<file path="src/design/tlc_pkg.sv">
package tlc_pkg;

    ////////////////////////////////////////////////////////////////////////////////
    // timing
    localparam int CLK_PERIOD_NS = 10;
    localparam int STEP_TICK_NS = 5000;
    localparam int STEP_TICK_CYC = (STEP_TICK_NS + CLK_PERIOD_NS - 1) / CLK_PERIOD_NS;
    localparam int MS_NS = 1000000;
    localparam int MS_TICKS = MS_NS / STEP_TICK_NS;

    ////////////////////////////////////////////////////////////////////////////////
    // frame geometry
    localparam int SLOT_BITS = 16;
    localparam int NUM_SRC = 4;
    localparam int PDM_W = 16;
    localparam int VBAT_W = 12;
    localparam int TEMP_W = 8;
    localparam int WORD_W = PDM_W + VBAT_W + TEMP_W;

    ////////////////////////////////////////////////////////////////////////////////
    // register offsets
    localparam logic [7:0] OFS_PDM_SLOT = 8'h11;
    localparam logic [7:0] OFS_VBAT_SLOT = 8'h12;
    localparam logic [7:0] OFS_TEMP_SLOT = 8'h13;
    localparam logic [7:0] OFS_GAIN_SLOT = 8'h14;
    localparam logic [7:0] OFS_ATTACK = 8'h15;
    localparam logic [7:0] OFS_RELEASE = 8'h16;
    localparam int NUM_REGS = 6;

    // reset values, index order follows offsets
    localparam logic [7:0] RST_PDM_SLOT = 8'h04;
    localparam logic [7:0] RST_VBAT_SLOT = 8'h06;
    localparam logic [7:0] RST_TEMP_SLOT = 8'h07;
    localparam logic [7:0] RST_GAIN_SLOT = 8'h08;
    localparam logic [7:0] RST_ATTACK = 8'h14;
    localparam logic [7:0] RST_RELEASE = 8'h76;
    localparam logic [7:0] CFG_RST [NUM_REGS] = '{RST_PDM_SLOT, RST_VBAT_SLOT,
        RST_TEMP_SLOT, RST_GAIN_SLOT, RST_ATTACK, RST_RELEASE};

    ////////////////////////////////////////////////////////////////////////////////
    // field positions
    localparam int SLOT_LSB = 0;
    localparam int SLOT_W = 6;
    localparam int TX_EN_BIT = 6;
    localparam int SLEN_BIT = 7;
    localparam int LIM_ON_BIT = 0;
    localparam int ATK_RT_LSB = 1;
    localparam int ATK_ST_LSB = 4;
    localparam int HOLD_LSB = 0;
    localparam int REL_RT_LSB = 3;
    localparam int REL_ST_LSB = 6;

    ////////////////////////////////////////////////////////////////////////////////
    // limiter tables, gain in quarter-dB units
    localparam logic [10:0] REL_MS [8] = '{11'd10, 11'd50, 11'd100, 11'd250,
        11'd500, 11'd750, 11'd1000, 11'd1500};
    localparam logic [10:0] HOLD_MS [8] = '{11'd0, 11'd10, 11'd25, 11'd50,
        11'd100, 11'd250, 11'd500, 11'd1000};
    localparam logic [7:0] GR_MAX_QDB = 8'h42;

    typedef enum {LIM_IDLE, LIM_ATTACK, LIM_HOLD, LIM_RELEASE} tlc_lim_st_t;

endpackage : tlc_pkg

</file>
<file path="src/design/tlc_word_if.sv">
`timescale 1ns/10ps
interface tlc_word_if #(parameter int W = 36);
    logic valid;
    logic ready;
    logic [W-1:0] data;
    modport src (output valid, output data, input ready);
    modport snk (input valid, input data, output ready);
endinterface : tlc_word_if

</file>
<file path="src/design/tlc_top.sv">
// How it works
// (RULE_01) decimated pulse data goes out only when its enable is set, in its slot (reset 4).
// (RULE_02) supply readings go out only when enabled, in their six-bit slot (reset 6).
// (RULE_03) supply value is cut to 8 bits, or left-justified in 16 when the length bit is set.
// (RULE_04) temperature goes out only when enabled, in its slot (reset 7).
// (RULE_05) present gain reduction goes out only when enabled, in its slot (reset 8).
// (RULE_06) the limiter reduces gain only while its enable is set, and it resets off.
// (RULE_07) attack step is 0.25, 0.5, 1 or 2 dB by code, reset code 01.
// (RULE_08) attack interval is 5 us doubled per code up to 640 us, reset code 010.
// (RULE_09) release step is 0.25, 0.5, 1 or 2 dB by code, reset code 01.
// (RULE_10) release interval is 10 to 1500 ms per step by code, reset code 110.
// (RULE_11) a hold time of 0 to 1000 ms passes before release starts, reset code 6.
// (RULE_12) slot fields are six bits and the spare top bit is read/write, reset 0.
// (RULE_13) bits no enabled source owns are sent as zero or released, per the fill input.
// (RULE_14) software should order the slot numbers ascending across the sources.
// (RULE_15) a disabled source owns no slot, and settings take effect at a frame start; the attack and release registers act at once.
// (RULE_16) attack and release timing come from one tick derived from the clock.
//
// The strobed register port was decided locally.
`timescale 1ns/10ps
module tlc_top (
    input wire logic i_clk,
    input wire logic i_arst_n,
    input wire logic [7:0] i_addr,
    input wire logic [7:0] i_wdata,
    input wire logic i_wr,
    input wire logic i_rd,
    output logic [7:0] o_rdata,
    input wire logic i_serial_bit_clock,
    input wire logic i_frame_sync,
    input wire logic i_fill_hiz,
    output logic o_serial_transmit_line,
    output logic o_serial_transmit_oe,
    input wire logic i_smp_valid,
    input wire logic [tlc_pkg::PDM_W-1:0] i_smp_pdm,
    input wire logic [tlc_pkg::VBAT_W-1:0] i_smp_vbat,
    input wire logic [tlc_pkg::TEMP_W-1:0] i_smp_temp,
    output logic o_smp_ready,
    input wire logic i_over_threshold,
    output logic [7:0] o_gain_reduction,
    output logic o_limiter_active
);
    import tlc_pkg::*;

    ////////////////////////////////////////////////////////////////////////////////
    // reset release
    logic rst_meta_q;
    logic rst_n;

    always_ff @(posedge i_clk or negedge i_arst_n)
    begin
        if (!i_arst_n)
        begin
            rst_meta_q <= 1'b0;
            rst_n <= 1'b0;
        end
        else
        begin
            rst_meta_q <= 1'b1;
            rst_n <= rst_meta_q;
        end
    end

    ////////////////////////////////////////////////////////////////////////////////
    // register file
    logic [7:0] cfg_q [NUM_REGS];
    logic [7:0] rdata_q;

    wire addr_hit = (i_addr >= OFS_PDM_SLOT) && (i_addr <= OFS_RELEASE);
    wire [2:0] reg_idx = 3'(i_addr - OFS_PDM_SLOT);
    wire wr_hit = i_wr & addr_hit;
    wire [7:0] rd_val = addr_hit ? cfg_q[reg_idx] : 8'h00;

    // every bit is plain read/write, spare top bits included [RULE_12]
    for (genvar g = 0; g < NUM_REGS; g++)
    begin : g_cfg
        always_ff @(posedge i_clk or negedge rst_n)
        begin
            if (!rst_n)
            begin
                cfg_q[g] <= CFG_RST[g];
            end
            else if (wr_hit && reg_idx == 3'(g))
            begin
                cfg_q[g] <= i_wdata;
            end
        end
    end

    // unmapped reads answer zero
    always_ff @(posedge i_clk or negedge rst_n)
    begin
        if (!rst_n)
        begin
            rdata_q <= 8'h00;
        end
        else
        begin
            rdata_q <= i_rd ? rd_val : 8'h00;
        end
    end
    assign o_rdata = rdata_q;

    ////////////////////////////////////////////////////////////////////////////////
    // link pin sampling
    logic [2:0] bclk_sq;
    logic [2:0] fs_sq;
    logic bclk_lvl_q;
    logic fs_lvl_q;
    logic fs_prev_q;

    // a level counts only once the second and third stages agree
    wire bclk_lvl_d = (bclk_sq[1] == bclk_sq[2]) ? bclk_sq[2] : bclk_lvl_q;
    wire fs_lvl_d = (fs_sq[1] == fs_sq[2]) ? fs_sq[2] : fs_lvl_q;
    wire bclk_rise = bclk_lvl_d & ~bclk_lvl_q;
    wire bclk_fall = ~bclk_lvl_d & bclk_lvl_q;
    wire frame_start = bclk_rise & fs_lvl_q & ~fs_prev_q;

    always_ff @(posedge i_clk or negedge rst_n)
    begin
        if (!rst_n)
        begin
            bclk_sq <= 3'h0;
            fs_sq <= 3'h0;
            bclk_lvl_q <= 1'b0;
            fs_lvl_q <= 1'b0;
            fs_prev_q <= 1'b0;
        end
        else
        begin
            bclk_sq <= {bclk_sq[1:0], i_serial_bit_clock};
            fs_sq <= {fs_sq[1:0], i_frame_sync};
            bclk_lvl_q <= bclk_lvl_d;
            fs_lvl_q <= fs_lvl_d;
            fs_prev_q <= bclk_rise ? fs_lvl_q : fs_prev_q;
        end
    end

    ////////////////////////////////////////////////////////////////////////////////
    // sample buffer, one word taken per frame
    tlc_word_if #(.W(WORD_W)) smp_in ();
    tlc_word_if #(.W(WORD_W)) smp_out ();

    assign smp_in.valid = i_smp_valid;
    assign smp_in.data = {i_smp_pdm, i_smp_vbat, i_smp_temp};
    assign o_smp_ready = smp_in.ready;
    assign smp_out.ready = frame_start;

    tlc_pair_buf u_buf (
        .i_clk(i_clk),
        .i_rst_n(rst_n),
        .fill(smp_in.snk),
        .drain(smp_out.src)
    );

    ////////////////////////////////////////////////////////////////////////////////
    // frame snapshot and bit position
    logic [7:0] snap_q [NUM_SRC];
    logic [WORD_W-1:0] word_q;
    logic [7:0] gr_snap_q;
    logic [9:0] bit_cnt_q;
    logic [7:0] gr_q;

    // settings only move at a frame start so a frame is never torn [RULE_15]
    always_ff @(posedge i_clk or negedge rst_n)
    begin
        if (!rst_n)
        begin
            for (int k = 0; k < NUM_SRC; k++)
            begin
                snap_q[k] <= 8'h00;
            end
            word_q <= '0;
            gr_snap_q <= 8'h00;
            bit_cnt_q <= 10'h000;
        end
        else if (frame_start)
        begin
            for (int k = 0; k < NUM_SRC; k++)
            begin
                snap_q[k] <= cfg_q[k];
            end
            word_q <= smp_out.valid ? smp_out.data : '0;
            gr_snap_q <= gr_q;
            bit_cnt_q <= 10'h000;
        end
        else if (bclk_rise)
        begin
            bit_cnt_q <= 10'(bit_cnt_q + 10'h001);
        end
    end

    wire [5:0] slot_idx = bit_cnt_q[9:4];
    wire [3:0] bit_idx = bit_cnt_q[3:0];
    wire [PDM_W-1:0] w_pdm = word_q[WORD_W-1 -: PDM_W];
    wire [VBAT_W-1:0] w_vbat = word_q[TEMP_W +: VBAT_W];
    wire [TEMP_W-1:0] w_temp = word_q[TEMP_W-1:0];
    wire vbat_len16 = snap_q[1][SLEN_BIT];

    ////////////////////////////////////////////////////////////////////////////////
    // slot ownership
    logic [15:0] src_field [NUM_SRC];
    logic [NUM_SRC-1:0] src_len16;
    logic [NUM_SRC-1:0] src_hit;
    logic tx_bit;

    assign src_field[0] = w_pdm; // [RULE_01]
    assign src_field[1] = vbat_len16 ? {w_vbat, 4'h0} : {w_vbat[VBAT_W-1 -: 8], 8'h00}; // [RULE_03]
    assign src_field[2] = {w_temp, 8'h00}; // [RULE_04]
    assign src_field[3] = {gr_snap_q, 8'h00}; // [RULE_05]
    assign src_len16 = {1'b0, 1'b0, vbat_len16, 1'b1}; // [RULE_03]

    // a cleared enable owns nothing; short sources own only the top 8 bits
    for (genvar g = 0; g < NUM_SRC; g++)
    begin : g_src
        assign src_hit[g] = snap_q[g][TX_EN_BIT]
            && (slot_idx == snap_q[g][SLOT_LSB +: SLOT_W])
            && (src_len16[g] || !bit_idx[3]); // [RULE_01] [RULE_02] [RULE_04] [RULE_05] [RULE_15]
    end

    // overlapping slots: lower source index wins
    always_comb
    begin
        tx_bit = 1'b0;
        for (int k = NUM_SRC - 1; k >= 0; k--)
        begin
            if (src_hit[k])
            begin
                tx_bit = src_field[k][~bit_idx];
            end
        end
    end

    ////////////////////////////////////////////////////////////////////////////////
    // launch on the falling bit clock edge
    logic tx_q;
    logic oe_q;

    always_ff @(posedge i_clk or negedge rst_n)
    begin
        if (!rst_n)
        begin
            tx_q <= 1'b0;
            oe_q <= 1'b0;
        end
        else if (bclk_fall)
        begin
            tx_q <= (|src_hit) & tx_bit;
            oe_q <= (|src_hit) | ~i_fill_hiz; // [RULE_13]
        end
    end
    assign o_serial_transmit_line = tx_q;
    assign o_serial_transmit_oe = oe_q;

    ////////////////////////////////////////////////////////////////////////////////
    // shared time base: 5 us tick and 1 ms tick
    logic [8:0] tick_cnt_q;
    logic [7:0] ms_cnt_q;
    logic tick_q;
    logic ms_q;

    wire tick_wrap = tick_cnt_q == 9'(STEP_TICK_CYC - 1);
    wire ms_wrap = tick_q && (ms_cnt_q == 8'(MS_TICKS - 1));

    always_ff @(posedge i_clk or negedge rst_n)
    begin
        if (!rst_n)
        begin
            tick_cnt_q <= 9'h000;
            ms_cnt_q <= 8'h00;
            tick_q <= 1'b0;
            ms_q <= 1'b0;
        end
        else
        begin
            tick_cnt_q <= tick_wrap ? 9'h000 : 9'(tick_cnt_q + 9'h001); // [RULE_16]
            tick_q <= tick_wrap;
            ms_cnt_q <= ms_wrap ? 8'h00 : (tick_q ? 8'(ms_cnt_q + 8'h01) : ms_cnt_q);
            ms_q <= ms_wrap; // [RULE_16]
        end
    end

    ////////////////////////////////////////////////////////////////////////////////
    // limiter gain reduction
    tlc_lim_st_t st_q;
    tlc_lim_st_t st_d;
    logic [7:0] gr_d;
    logic [7:0] atk_cnt_q;
    logic [7:0] atk_cnt_d;
    logic [10:0] tm_cnt_q;
    logic [10:0] tm_cnt_d;
    logic act_q;

    wire lim_on = cfg_q[4][LIM_ON_BIT];
    wire [2:0] atk_rt = cfg_q[4][ATK_RT_LSB +: 3];
    wire [1:0] atk_st = cfg_q[4][ATK_ST_LSB +: 2];
    wire [2:0] hold_code = cfg_q[5][HOLD_LSB +: 3];
    wire [2:0] rel_rt = cfg_q[5][REL_RT_LSB +: 3];
    wire [1:0] rel_st = cfg_q[5][REL_ST_LSB +: 2];
    wire [7:0] atk_limit = 8'((8'h01 << atk_rt) - 8'h01); // [RULE_08]
    wire [7:0] atk_step = 8'(8'h01 << atk_st); // [RULE_07]
    wire [7:0] rel_step = 8'(8'h01 << rel_st); // [RULE_09]
    wire [10:0] rel_limit = 11'(REL_MS[rel_rt] - 11'h001); // [RULE_10]
    wire [10:0] hold_limit = HOLD_MS[hold_code]; // [RULE_11]
    wire [8:0] gr_sum = {1'b0, gr_q} + {1'b0, atk_step};
    wire [7:0] gr_up = (gr_sum > {1'b0, GR_MAX_QDB}) ? GR_MAX_QDB : gr_sum[7:0];
    wire [7:0] gr_dn = (gr_q > rel_step) ? 8'(gr_q - rel_step) : 8'h00;
    wire atk_fire = (st_q == LIM_ATTACK) && i_over_threshold && tick_q && (atk_cnt_q == atk_limit);

    // ms tick phase is free running, so hold and release land within 1 ms early
    always_comb
    begin
        st_d = st_q;
        gr_d = gr_q;
        atk_cnt_d = atk_cnt_q;
        tm_cnt_d = tm_cnt_q;
        case (st_q)
            LIM_IDLE:
            begin
                if (i_over_threshold)
                begin
                    st_d = LIM_ATTACK;
                    atk_cnt_d = 8'h00;
                end
            end
            LIM_ATTACK:
            begin
                if (!i_over_threshold)
                begin
                    st_d = LIM_HOLD;
                    tm_cnt_d = 11'h000;
                end
                else if (tick_q)
                begin
                    atk_cnt_d = atk_fire ? 8'h00 : 8'(atk_cnt_q + 8'h01);
                    gr_d = atk_fire ? gr_up : gr_q; // [RULE_07] [RULE_08] [RULE_16]
                end
            end
            LIM_HOLD:
            begin
                if (i_over_threshold)
                begin
                    st_d = LIM_ATTACK;
                    atk_cnt_d = 8'h00;
                end
                else if (tm_cnt_q >= hold_limit)
                begin
                    st_d = LIM_RELEASE; // [RULE_11]
                    tm_cnt_d = 11'h000;
                end
                else if (ms_q)
                begin
                    tm_cnt_d = 11'(tm_cnt_q + 11'h001);
                end
            end
            LIM_RELEASE:
            begin
                if (i_over_threshold)
                begin
                    st_d = LIM_ATTACK;
                    atk_cnt_d = 8'h00;
                end
                else if (gr_q == 8'h00)
                begin
                    st_d = LIM_IDLE;
                end
                else if (ms_q)
                begin
                    tm_cnt_d = (tm_cnt_q == rel_limit) ? 11'h000 : 11'(tm_cnt_q + 11'h001);
                    gr_d = (tm_cnt_q == rel_limit) ? gr_dn : gr_q; // [RULE_09] [RULE_10]
                end
            end
            default:
            begin
                st_d = LIM_IDLE;
            end
        endcase
        if (!lim_on)
        begin
            st_d = LIM_IDLE; // [RULE_06]
            gr_d = 8'h00;
        end
    end

    always_ff @(posedge i_clk or negedge rst_n)
    begin
        if (!rst_n)
        begin
            st_q <= LIM_IDLE;
            gr_q <= 8'h00;
            atk_cnt_q <= 8'h00;
            tm_cnt_q <= 11'h000;
            act_q <= 1'b0;
        end
        else
        begin
            st_q <= st_d;
            gr_q <= gr_d;
            atk_cnt_q <= atk_cnt_d;
            tm_cnt_q <= tm_cnt_d;
            act_q <= st_d != LIM_IDLE;
        end
    end
    assign o_gain_reduction = gr_q;
    assign o_limiter_active = act_q;
endmodule : tlc_top

</file>
<file path="src/design/tlc_pair_buf.sv">
`timescale 1ns/10ps
module tlc_pair_buf (
    input wire logic i_clk,
    input wire logic i_rst_n,
    tlc_word_if.snk fill,
    tlc_word_if.src drain
);
    import tlc_pkg::*;

    logic [WORD_W-1:0] mem_q [2];
    logic wr_ptr_q;
    logic rd_ptr_q;
    logic [1:0] cnt_q;
    logic [1:0] cnt_d;
    logic rdy_q;

    wire push = fill.valid & rdy_q;
    wire pop = drain.ready & (cnt_q != 2'h0);

    // ready is registered so the source sees a clean level
    assign cnt_d = 2'(cnt_q + {1'b0, push} - {1'b0, pop});
    assign fill.ready = rdy_q;
    assign drain.valid = cnt_q != 2'h0;
    assign drain.data = mem_q[rd_ptr_q];

    always_ff @(posedge i_clk or negedge i_rst_n)
    begin
        if (!i_rst_n)
        begin
            wr_ptr_q <= 1'b0;
            rd_ptr_q <= 1'b0;
            cnt_q <= 2'h0;
            rdy_q <= 1'b1;
        end
        else
        begin
            wr_ptr_q <= wr_ptr_q ^ push;
            rd_ptr_q <= rd_ptr_q ^ pop;
            cnt_q <= cnt_d;
            rdy_q <= cnt_d != 2'h2;
        end
    end

    always_ff @(posedge i_clk)
    begin
        if (push)
        begin
            mem_q[wr_ptr_q] <= fill.data;
        end
    end

endmodule : tlc_pair_buf

</file>
<file path="config.mk">
export PLATFORM = sky130hd
export DESIGN_NAME = tlc_top
export DESIGN_NICKNAME = d
export VERILOG_FILES = /design/src/design/tlc_pkg.sv /design/src/design/tlc_word_if.sv /design/src/design/tlc_top.sv /design/src/design/tlc_pair_buf.sv
export SDC_FILE = /design/constraint.sdc
export NUM_CORES = 1
export LEC_CHECK = 0
export ABC_AREA = 1
export ABC_CLOCK_PERIOD_IN_PS = 12000
export BUFFER_PORTS_ARGS = -buffer_cell sky130_fd_sc_hd__buf_2
export CORE_MARGIN = 2
export CORE_UTILIZATION = 30
export CTS_BUF_LIST = sky130_fd_sc_hd__clkbuf_8
export CTS_CLUSTER_SIZE = 10
export DETAILED_ROUTE_END_ITERATION = 10
export GPL_TIMING_DRIVEN = 0
export MAX_ROUTING_LAYER = met4
export PLACE_DENSITY = 0.48
export SLEW_MARGIN = 20
export SYNTH_ARGS = -nofsm -noshare
export SYNTH_HDL_FRONTEND = slang
export SYNTH_HIERARCHICAL = 1
export SYNTH_SLANG_ARGS = --single-unit
</file>
<file path="constraint.sdc">
create_clock -name i_clk -period 12 [get_ports i_clk]
set_input_delay 1.2 -clock i_clk [delete_from_list [all_inputs] [get_ports i_clk]]
set_output_delay 1.2 -clock i_clk [all_outputs]
set_load 0.1 [all_outputs]
</file>
# After elaboration in Yosys (flattened, before gate mapping)
# Memory sizes are Yosys's and may differ from the RTL's.
# Cells that the tools add are included.
[totals] output_inout_bits=20 latch_bits=0 wordCells=217 rom_bits=176 ff_bits=236 n_memories=3 ramBits=72 in_bits=61
[memory_table] name="(no name shown)" depth=8 word_bits=11 read_ports=1 rd_clocked_by_memory_dff=0 wr=0 line="tlc_top.sv:304" source="wire [10:0] hold_limit = HOLD_MS[hold_code];"
[memory_table] name="(no name shown)" depth=8 word_bits=11 read_ports=1 rd_clocked_by_memory_dff=0 wr=0 line="tlc_top.sv:303" source="wire [10:0] rel_limit = 11'(REL_MS[rel_rt] - 11'h001);"
[memory_table] name="u_buf.mem_q" depth=2 word_bits=36 read_ports=1 rd_clocked_by_memory_dff=0 wr=1 line="tlc_pair_buf.sv:10" source="logic [WORD_W-1:0] mem_q [2];"
[op_classes] n_reduce_logical=34 order_cmp=9 shifts=3 n_eq_ne=37 bitwise_logic=19 n_div=0 multipliers=0 add_sub_neg=12 mux=64
[op_table] operator="32-bit 2-to-1 mux" n=7
[op_table] operator="8-bit 2-to-1 mux" n=21
[op_table] operator="11-bit 2-to-1 mux" n=12
[op_table] operator="32-bit case mux with 4 select lines" n=1
[op_table] operator="32-bit by 2-bit equality test with 1-bit output (second input constant)" n=3
[op_table] operator="36-bit 2-to-1 mux" n=1
[op_table] operator="11-bit case mux with 3 select lines" n=1
[op_table] operator="32-bit by 1-bit equality test with 1-bit output (second input constant)" n=1
[op_table] operator="32-bit zero test" n=1
[op_table] operator="8-bit case mux with 2 select lines" n=2
[op_table] operator="32-bit nonzero test" n=1
[op_table] operator="8-bit binary-select mux with 3-bit select" n=1
[op_table] operator="6-bit equality test" n=4
[op_table] operator="3-bit inequality test (second input constant)" n=8
[op_table] operator="10-bit 2-to-1 mux" n=2
[op_table] operator="1-bit logical AND" n=18
[op_table] operator="8-bit by 1-bit adder with 8-bit output (second input constant)" n=2
[op_table] operator="1-bit binary-select mux with 4-bit select" n=4
[op_table] operator="2-bit inequality test (second input constant)" n=8
[op_table] operator="1-bit by 2-bit left shift with 8-bit output (first input constant)" n=2
[op_table] operator="4-bit greater-or-equal comparator (second input constant)" n=3
[op_table] operator="3-bit inverter with 4-bit output" n=3
[op_table] operator="11-bit by 1-bit adder with 11-bit output (second input constant)" n=1
[op_table] operator="11-bit equality test" n=1
[op_table] operator="other kinds (43)" n=70

# Longest topological paths before layout
[logic_depth] depth_word=12 depth_mapped=20 ltp_nobuf=20

# Cells and area by module
# The synthesis kept the hierarchy.
[by_module_without_submodules] mod="tlc_top" cells_each=1583 area_per_inst_um2=12294.3 seq_area_each_um2=5798.1 n_inst=1
[by_module_without_submodules] mod="tlc_pair_buf" cells_each=221 area_per_inst_um2=2895.3 seq_area_each_um2=2288.4 n_inst=1

# Worst setup path after synthesis
# Ideal clock, no wire load.
[synth_timing] kind="in2reg" start="input port i_smp_valid" end="memory u_buf/mem_q[1][0] (netlist bit), enable pin" t_arrival_ns=2.845 path_buffers=0 cell_stages=2 setup_ns=0.429 slack_ns=8.726 path_cell_list="nand2_1 nor2_1"
[synth_between] elab_chain_cells=3
[synth_rtl] element="start, declared" line="tlc_top.sv:34" source="input wire logic i_smp_valid,"
[synth_rtl] element="1-bit AND" line="tlc_pair_buf.sv:17" source="wire push = fill.valid & rdy_q;"
[synth_rtl] element="1-bit 2-to-1 mux" line="tlc_pair_buf.sv:46" source="if (push)"
[synth_rtl] element="1-bit 2-to-1 mux (implied by the code)" line="tlc_pair_buf.sv:48" source="mem_q[wr_ptr_q] <= fill.data;"
[synth_rtl] element="end, declared" line="tlc_pair_buf.sv:10"
# Every way passes these cells.

# Worst setup path in the final report
[layout_timing] start="input port i_addr[0]" end="register cfg_q[29] (netlist bit)"
[layout_between] elab_chain_cells=4 word_cells_on_any_way=7
[layout_rtl] element="start, declared" line="tlc_top.sv:24" source="input wire logic [7:0] i_addr,"
[layout_rtl] element="8-bit by 5-bit greater-or-equal comparator with 1-bit output or 8-bit by 5-bit less-or-equal comparator with 1-bit output (tied branches)" line="tlc_top.sv:69" source="wire addr_hit = (i_addr >= OFS_PDM_SLOT) && (i_addr <= OFS_RELEASE);"
[layout_rtl] element="1-bit logical AND" line="tlc_top.sv:69"
[layout_rtl] element="1-bit AND" line="tlc_top.sv:71" source="wire wr_hit = i_wr & addr_hit;"
[layout_rtl] element="1-bit logical AND (*)" line="tlc_top.sv:83" source="else if (wr_hit && reg_idx == 3'(g))"
[layout_rtl] element="end signal, assigned by index" line="tlc_top.sv:81" source="cfg_q[g] <= CFG_RST[g];"
[layout_rtl] element="end signal, assigned by index" line="tlc_top.sv:85" source="cfg_q[g] <= i_wdata;"
[layout_rtl] element="end, declared" line="tlc_top.sv:66" source="logic [7:0] cfg_q [NUM_REGS];"
# Mark *: on every way between the ends. The rest lies on a longest branch, timed or not.
# A chain may end at the register's enable or synchronous reset.

==> flow_results.org <==
** GRT
- Remaining global-route overflow :: 0
- Via count of the first global-routing pass :: 12193
- For met2 alone, demand over resource in global routing was 0.257.
- Global-route total usage across every layer :: 0.162
- Highest-utilization routing layer at the global route stage :: met2
- First-pass GRT wire length :: 66.0 mm
- Met1 usage in global routing :: 0.209
- In the global route stage, met3 resource usage came out at 0.0308.
- Entering global routing, the biggest net connects 52 pins.
- Antenna violations before repair :: 6

** Floorplan
- Core Box Area :: 0.0501 mm²
- 81 I/O pins were placed.
- Placement Rows :: 82
- The floorplan step set the die height to 229 µm.
- From left edge to right edge, the die measures 229 µm.
- Starting utilization of the core area :: 0.303
- The floorplan step defined a die boundary enclosing 0.0524 mm².

** Critical path
- The number of buffers and inverters on the critical path is 5.
- In this run the register-to-register setup slack is 8.87 ns.
- Worst-case reg-to-reg path depth :: 20
- Ordered cell list for the critical path :: buf_2 > clkinv_1 > clkbuf_1 > ha_1 > ha_1 > clkinv_1 > nand4_1 > clkbuf_1 > o21ai_0
- Slowest cell delay on critical path :: 0.46 ns
- The worst register-to-register path ends at u_buf/fill.ready$_DFF_PN1_.
- CP max-delay cell :: sky130_fd_sc_hd__clkbuf_1
- Max FO, Critical Path :: 11
- The cell family contributing the most delay on the critical path is buffers and inverters.
- Critical path startpoint category :: primary input
- The worst setup path is of the in2reg kind.
- In this run the number of cells on the critical path is 9.
- Data on the critical path arrives at its endpoint at 3.94 ns.
- The startpoint identified for the worst register-to-register timing path is bclk_lvl_q$_DFF_PN0_.
- Data on the critical path is required at its endpoint by 12.49 ns.
- Sort of element at the end of the critical path :: flip-flop

** Timing
- The number of hold-slack violations in the final timing report is 0.
- The clock period could shrink to 3.44 ns.
- Clock skew after layout :: 0.0188 ns
- Slew at the pin with the worst max-slew slack :: 0.578 ns
- Measured against its own limit, the worst slew margin works out to 0.615.
- Setup total negative slack on the finished layout was measured at 0 ns.
- F_max :: 290 MHz
- Unrepaired setup endpoints after global routing :: no
- The final-report max-slew violation count is 0.
- Setup violations remaining at the end of the flow were counted as 0.
- Dividing the final minimum period by the clock period gives 0.287.

** Clock network
- TritonCTS built the clock tree.
- Hold repair after CTS inserted 0 buffers.
- Clock insertion delay at the later pin of the skew report :: 0.63 ns
- Clock Pin Slew Worst Setup and Hold Paths :: 0.06 ns
- Post-CTS timing repair inserted 0 buffers for setup.
- TritonCTS created 54 clock buffers.
- Number of gates resized after cts :: 0
- The clock drives 308 sinks.
- H-tree depth :: 2
- Root buffer selected by CTS :: sky130_fd_sc_hd__clkbuf_8
- Clock Tree Buf Depth :: 3

** Detailed routing
- Dividing the detail-routed via count by the number of cells gives 4.56.
- After the first detailed-routing iteration, the DRC count stood at 822.
- Number of vias in the routed layout :: 12308
- Iteration count of the initial detailed-routing pass :: 5
- Once detail routing completed, the nets flagged for antenna violations numbered 0.
- The final layout contains routed wiring with a total length of 40.7 mm.
- After detailed routing, the number of remaining DRC violations is 0.
- After detailed routing, the average wire length per cell comes to 15.1 µm.

** Logic synthesis
- Cell Area, Synth :: 0.0152 mm²
- Counting distinct cell types in the post-synthesis netlist gives 50.
- Counting flops with a built-in enable in the synthesized netlist gives 72.
- Synth async-reset ratio :: 0.766
- Sequential cell area fraction in the yosys report :: 0.532
- Cell count after synthesis :: 1804
- The average instance in the mapped netlist occupies 8.42 µm².
- Synthesis inferred 308 register bits.
- In the synthesized netlist the dominant register cell turns out to be sky130_fd_sc_hd__dfrtp_1.
- Synth Warn # :: 6

** Hold path
- Worst min-delay path category :: reg2async

** Power and ir drop
- Across the VDD grid, the largest voltage drop is 0.0000804 V.
- The internal power of the cells totals 2.04 mW.
- The share of total power dissipated in combinational logic is 0.265.
- The share of total power dissipated in the clock network is 0.305.
- Of the total power, registers draw 0.430.
- Leakage :: 8.54 nW
- In this run the power density over the cells is 177 mW/mm².
- After layout, the design draws a total of 3.16 mW.
- Of the total power, the share spent switching nets is 0.354.
- Switching Power :: 1.12 mW

** Finish
- After the last flow step, the layout net total stands at 2078.
- Most used cells in the layout excluding fill and tap cells :: 545 x sky130_fd_sc_hd__nand2_1, 222 x sky130_fd_sc_hd__inv_1, 220 x sky130_fd_sc_hd__dfrtp_1, 142 x sky130_fd_sc_hd__o21ai_0, 133 x sky130_fd_sc_hd__nand3_1
- Fill cells in the final layout number 5302.
- The finished cells cover 0.0178 mm².
- From synthesis to final layout, the design area changed by 17.2%.
- Layout cells sized above 1 :: 0.122
- Leaving out fill and tap cells, the most frequent cell in the layout is sky130_fd_sc_hd__nand2_1.

** Status
- The run finished with clean final reports.

** Run
- Max-cap violations in this run came to 0.

** Place
- DP HPWL :: 30.3 mm
- Summing all placed instances gives a cell area of 0.0167 mm².
- Gpl congestion :: 0.852
- The count of buffers added on input and output ports is 80.
==> power groups by stage <==
stage	logic, mW	clock network [mW]	registers, mW
global placement	0.804	0	1.39
CTS	0.849	1.00	1.36
floorplan	0.514	0	1.44
finish	0.839	0.963	1.36
detailed placement	0.845	0	1.38
global route	0.951	1.04	1.38
==> area by class of cell <==
cell class	instances	area, µm²	share of cell area
multi-input combinational	1261	6160	0.346
inverter	211	792	0.0445
tap	672	841	0.0472
clock inverter	39	245	0.0138
sequential	308	8090	0.454
timing repair buffer	87	571	0.0320
buffer	53	265	0.0149
antenna	6	15.0	0.000843
clock buffer	60	826	0.0464
==> stage by stage <==
step,setup slack [ns],std cells,util,hold slack (ns)
floorplan,4.96,1833,-,0.331
global placement,1.80,2585,0.330,0.337
detailed placement,7.94,2592,0.334,0.234
CTS,8.63,2691,0.355,0.242
global route,8.32,2697,0.356,0.254
finish,8.56,2697,0.356,0.223
==> registers in the layout, indices dropped and copies added (netlist names), 9 cells and up <==
| name | flops |
|---|---|
| bit_cnt_q | 10 |
| cfg_q | 43 |
| snap_q | 29 |
| st_q | 32 |
| tick_cnt_q | 9 |
| tm_cnt_q | 11 |
| u_buf/mem_q | 72 |
| word_q | 36 |
==> synthesized netlist by cell type (5+ instances only) <==
cell type                  number  share of area
sky130_fd_sc_hd__nand4_1       32          0.013
sky130_fd_sc_hd__nand2_4        5         0.0037
sky130_fd_sc_hd__o211ai_1       5         0.0025
sky130_fd_sc_hd__o21ai_1       20         0.0066
sky130_fd_sc_hd__clkbuf_1      32         0.0079
sky130_fd_sc_hd__ha_1          39          0.032
sky130_fd_sc_hd__nand3_1      133          0.044
sky130_fd_sc_hd__inv_1        198          0.049
sky130_fd_sc_hd__o21a_1         7         0.0035
sky130_fd_sc_hd__a21oi_1       57          0.019
sky130_fd_sc_hd__xnor2_1        7         0.0040
sky130_fd_sc_hd__nor3_1        23         0.0076
sky130_fd_sc_hd__edfxtp_1      72           0.14
sky130_fd_sc_hd__buf_2         14         0.0046
sky130_fd_sc_hd__nor2_1       124          0.031
sky130_fd_sc_hd__dfstp_2       15          0.026
sky130_fd_sc_hd__nand2_1      545           0.13
sky130_fd_sc_hd__o21ai_0      142          0.047
sky130_fd_sc_hd__nand2_2        9         0.0037
sky130_fd_sc_hd__buf_6          6         0.0044
sky130_fd_sc_hd__nand3b_1       5         0.0025
sky130_fd_sc_hd__inv_2          8         0.0020
sky130_fd_sc_hd__nor2_2        13         0.0054
sky130_fd_sc_hd__xor2_1        13         0.0075
sky130_fd_sc_hd__clkinv_1       5         0.0012
sky130_fd_sc_hd__o22ai_1        8         0.0033
sky130_fd_sc_hd__dfrtp_1      221           0.36
==> how the worst max path moves through the flow <==
stage	start	end	slack, ns
CTS	i_addr[0]	cfg_q[28]$_DFFE_PN0P_	8.63
detailed placement	i_addr[0]	cfg_q[28]$_DFFE_PN0P_	7.94
global placement	rst_n$_DFF_PN0_	cfg_q[40]$_DFFE_PN0P_	1.80
global route	i_addr[0]	cfg_q[37]$_DFFE_PN0P_	8.32
floorplan	rst_n$_DFF_PN0_	atk_cnt_q[0]$_DFFE_PN0P_	4.96
finish	i_addr[0]	cfg_q[29]$_DFFE_PN0P_	8.56
==> cells by family after synthesis <==
| logic type | Yosys count | share of synthesized area |
|---|---|---|
| other | 2 | 0.000494 |
| AND/OR/NAND/NOR | 908 | 0.255 |
| XOR/XNOR | 20 | 0.0115 |
| adder cells (fa/ha/maj) | 43 | 0.0361 |
| buffers and inverters | 264 | 0.0696 |
| AO/OA/AOI/OAI | 259 | 0.0945 |
| flip-flops | 308 | 0.532 |
==> metal layers <==
layer	up-vias	routed length, µm
li1	6209	-
met1	5790	18800
met2	244	18800
met3	65	2120
met4	0	989
met5	-	0
Note: power is estimated with default switching activity, not from simulation.
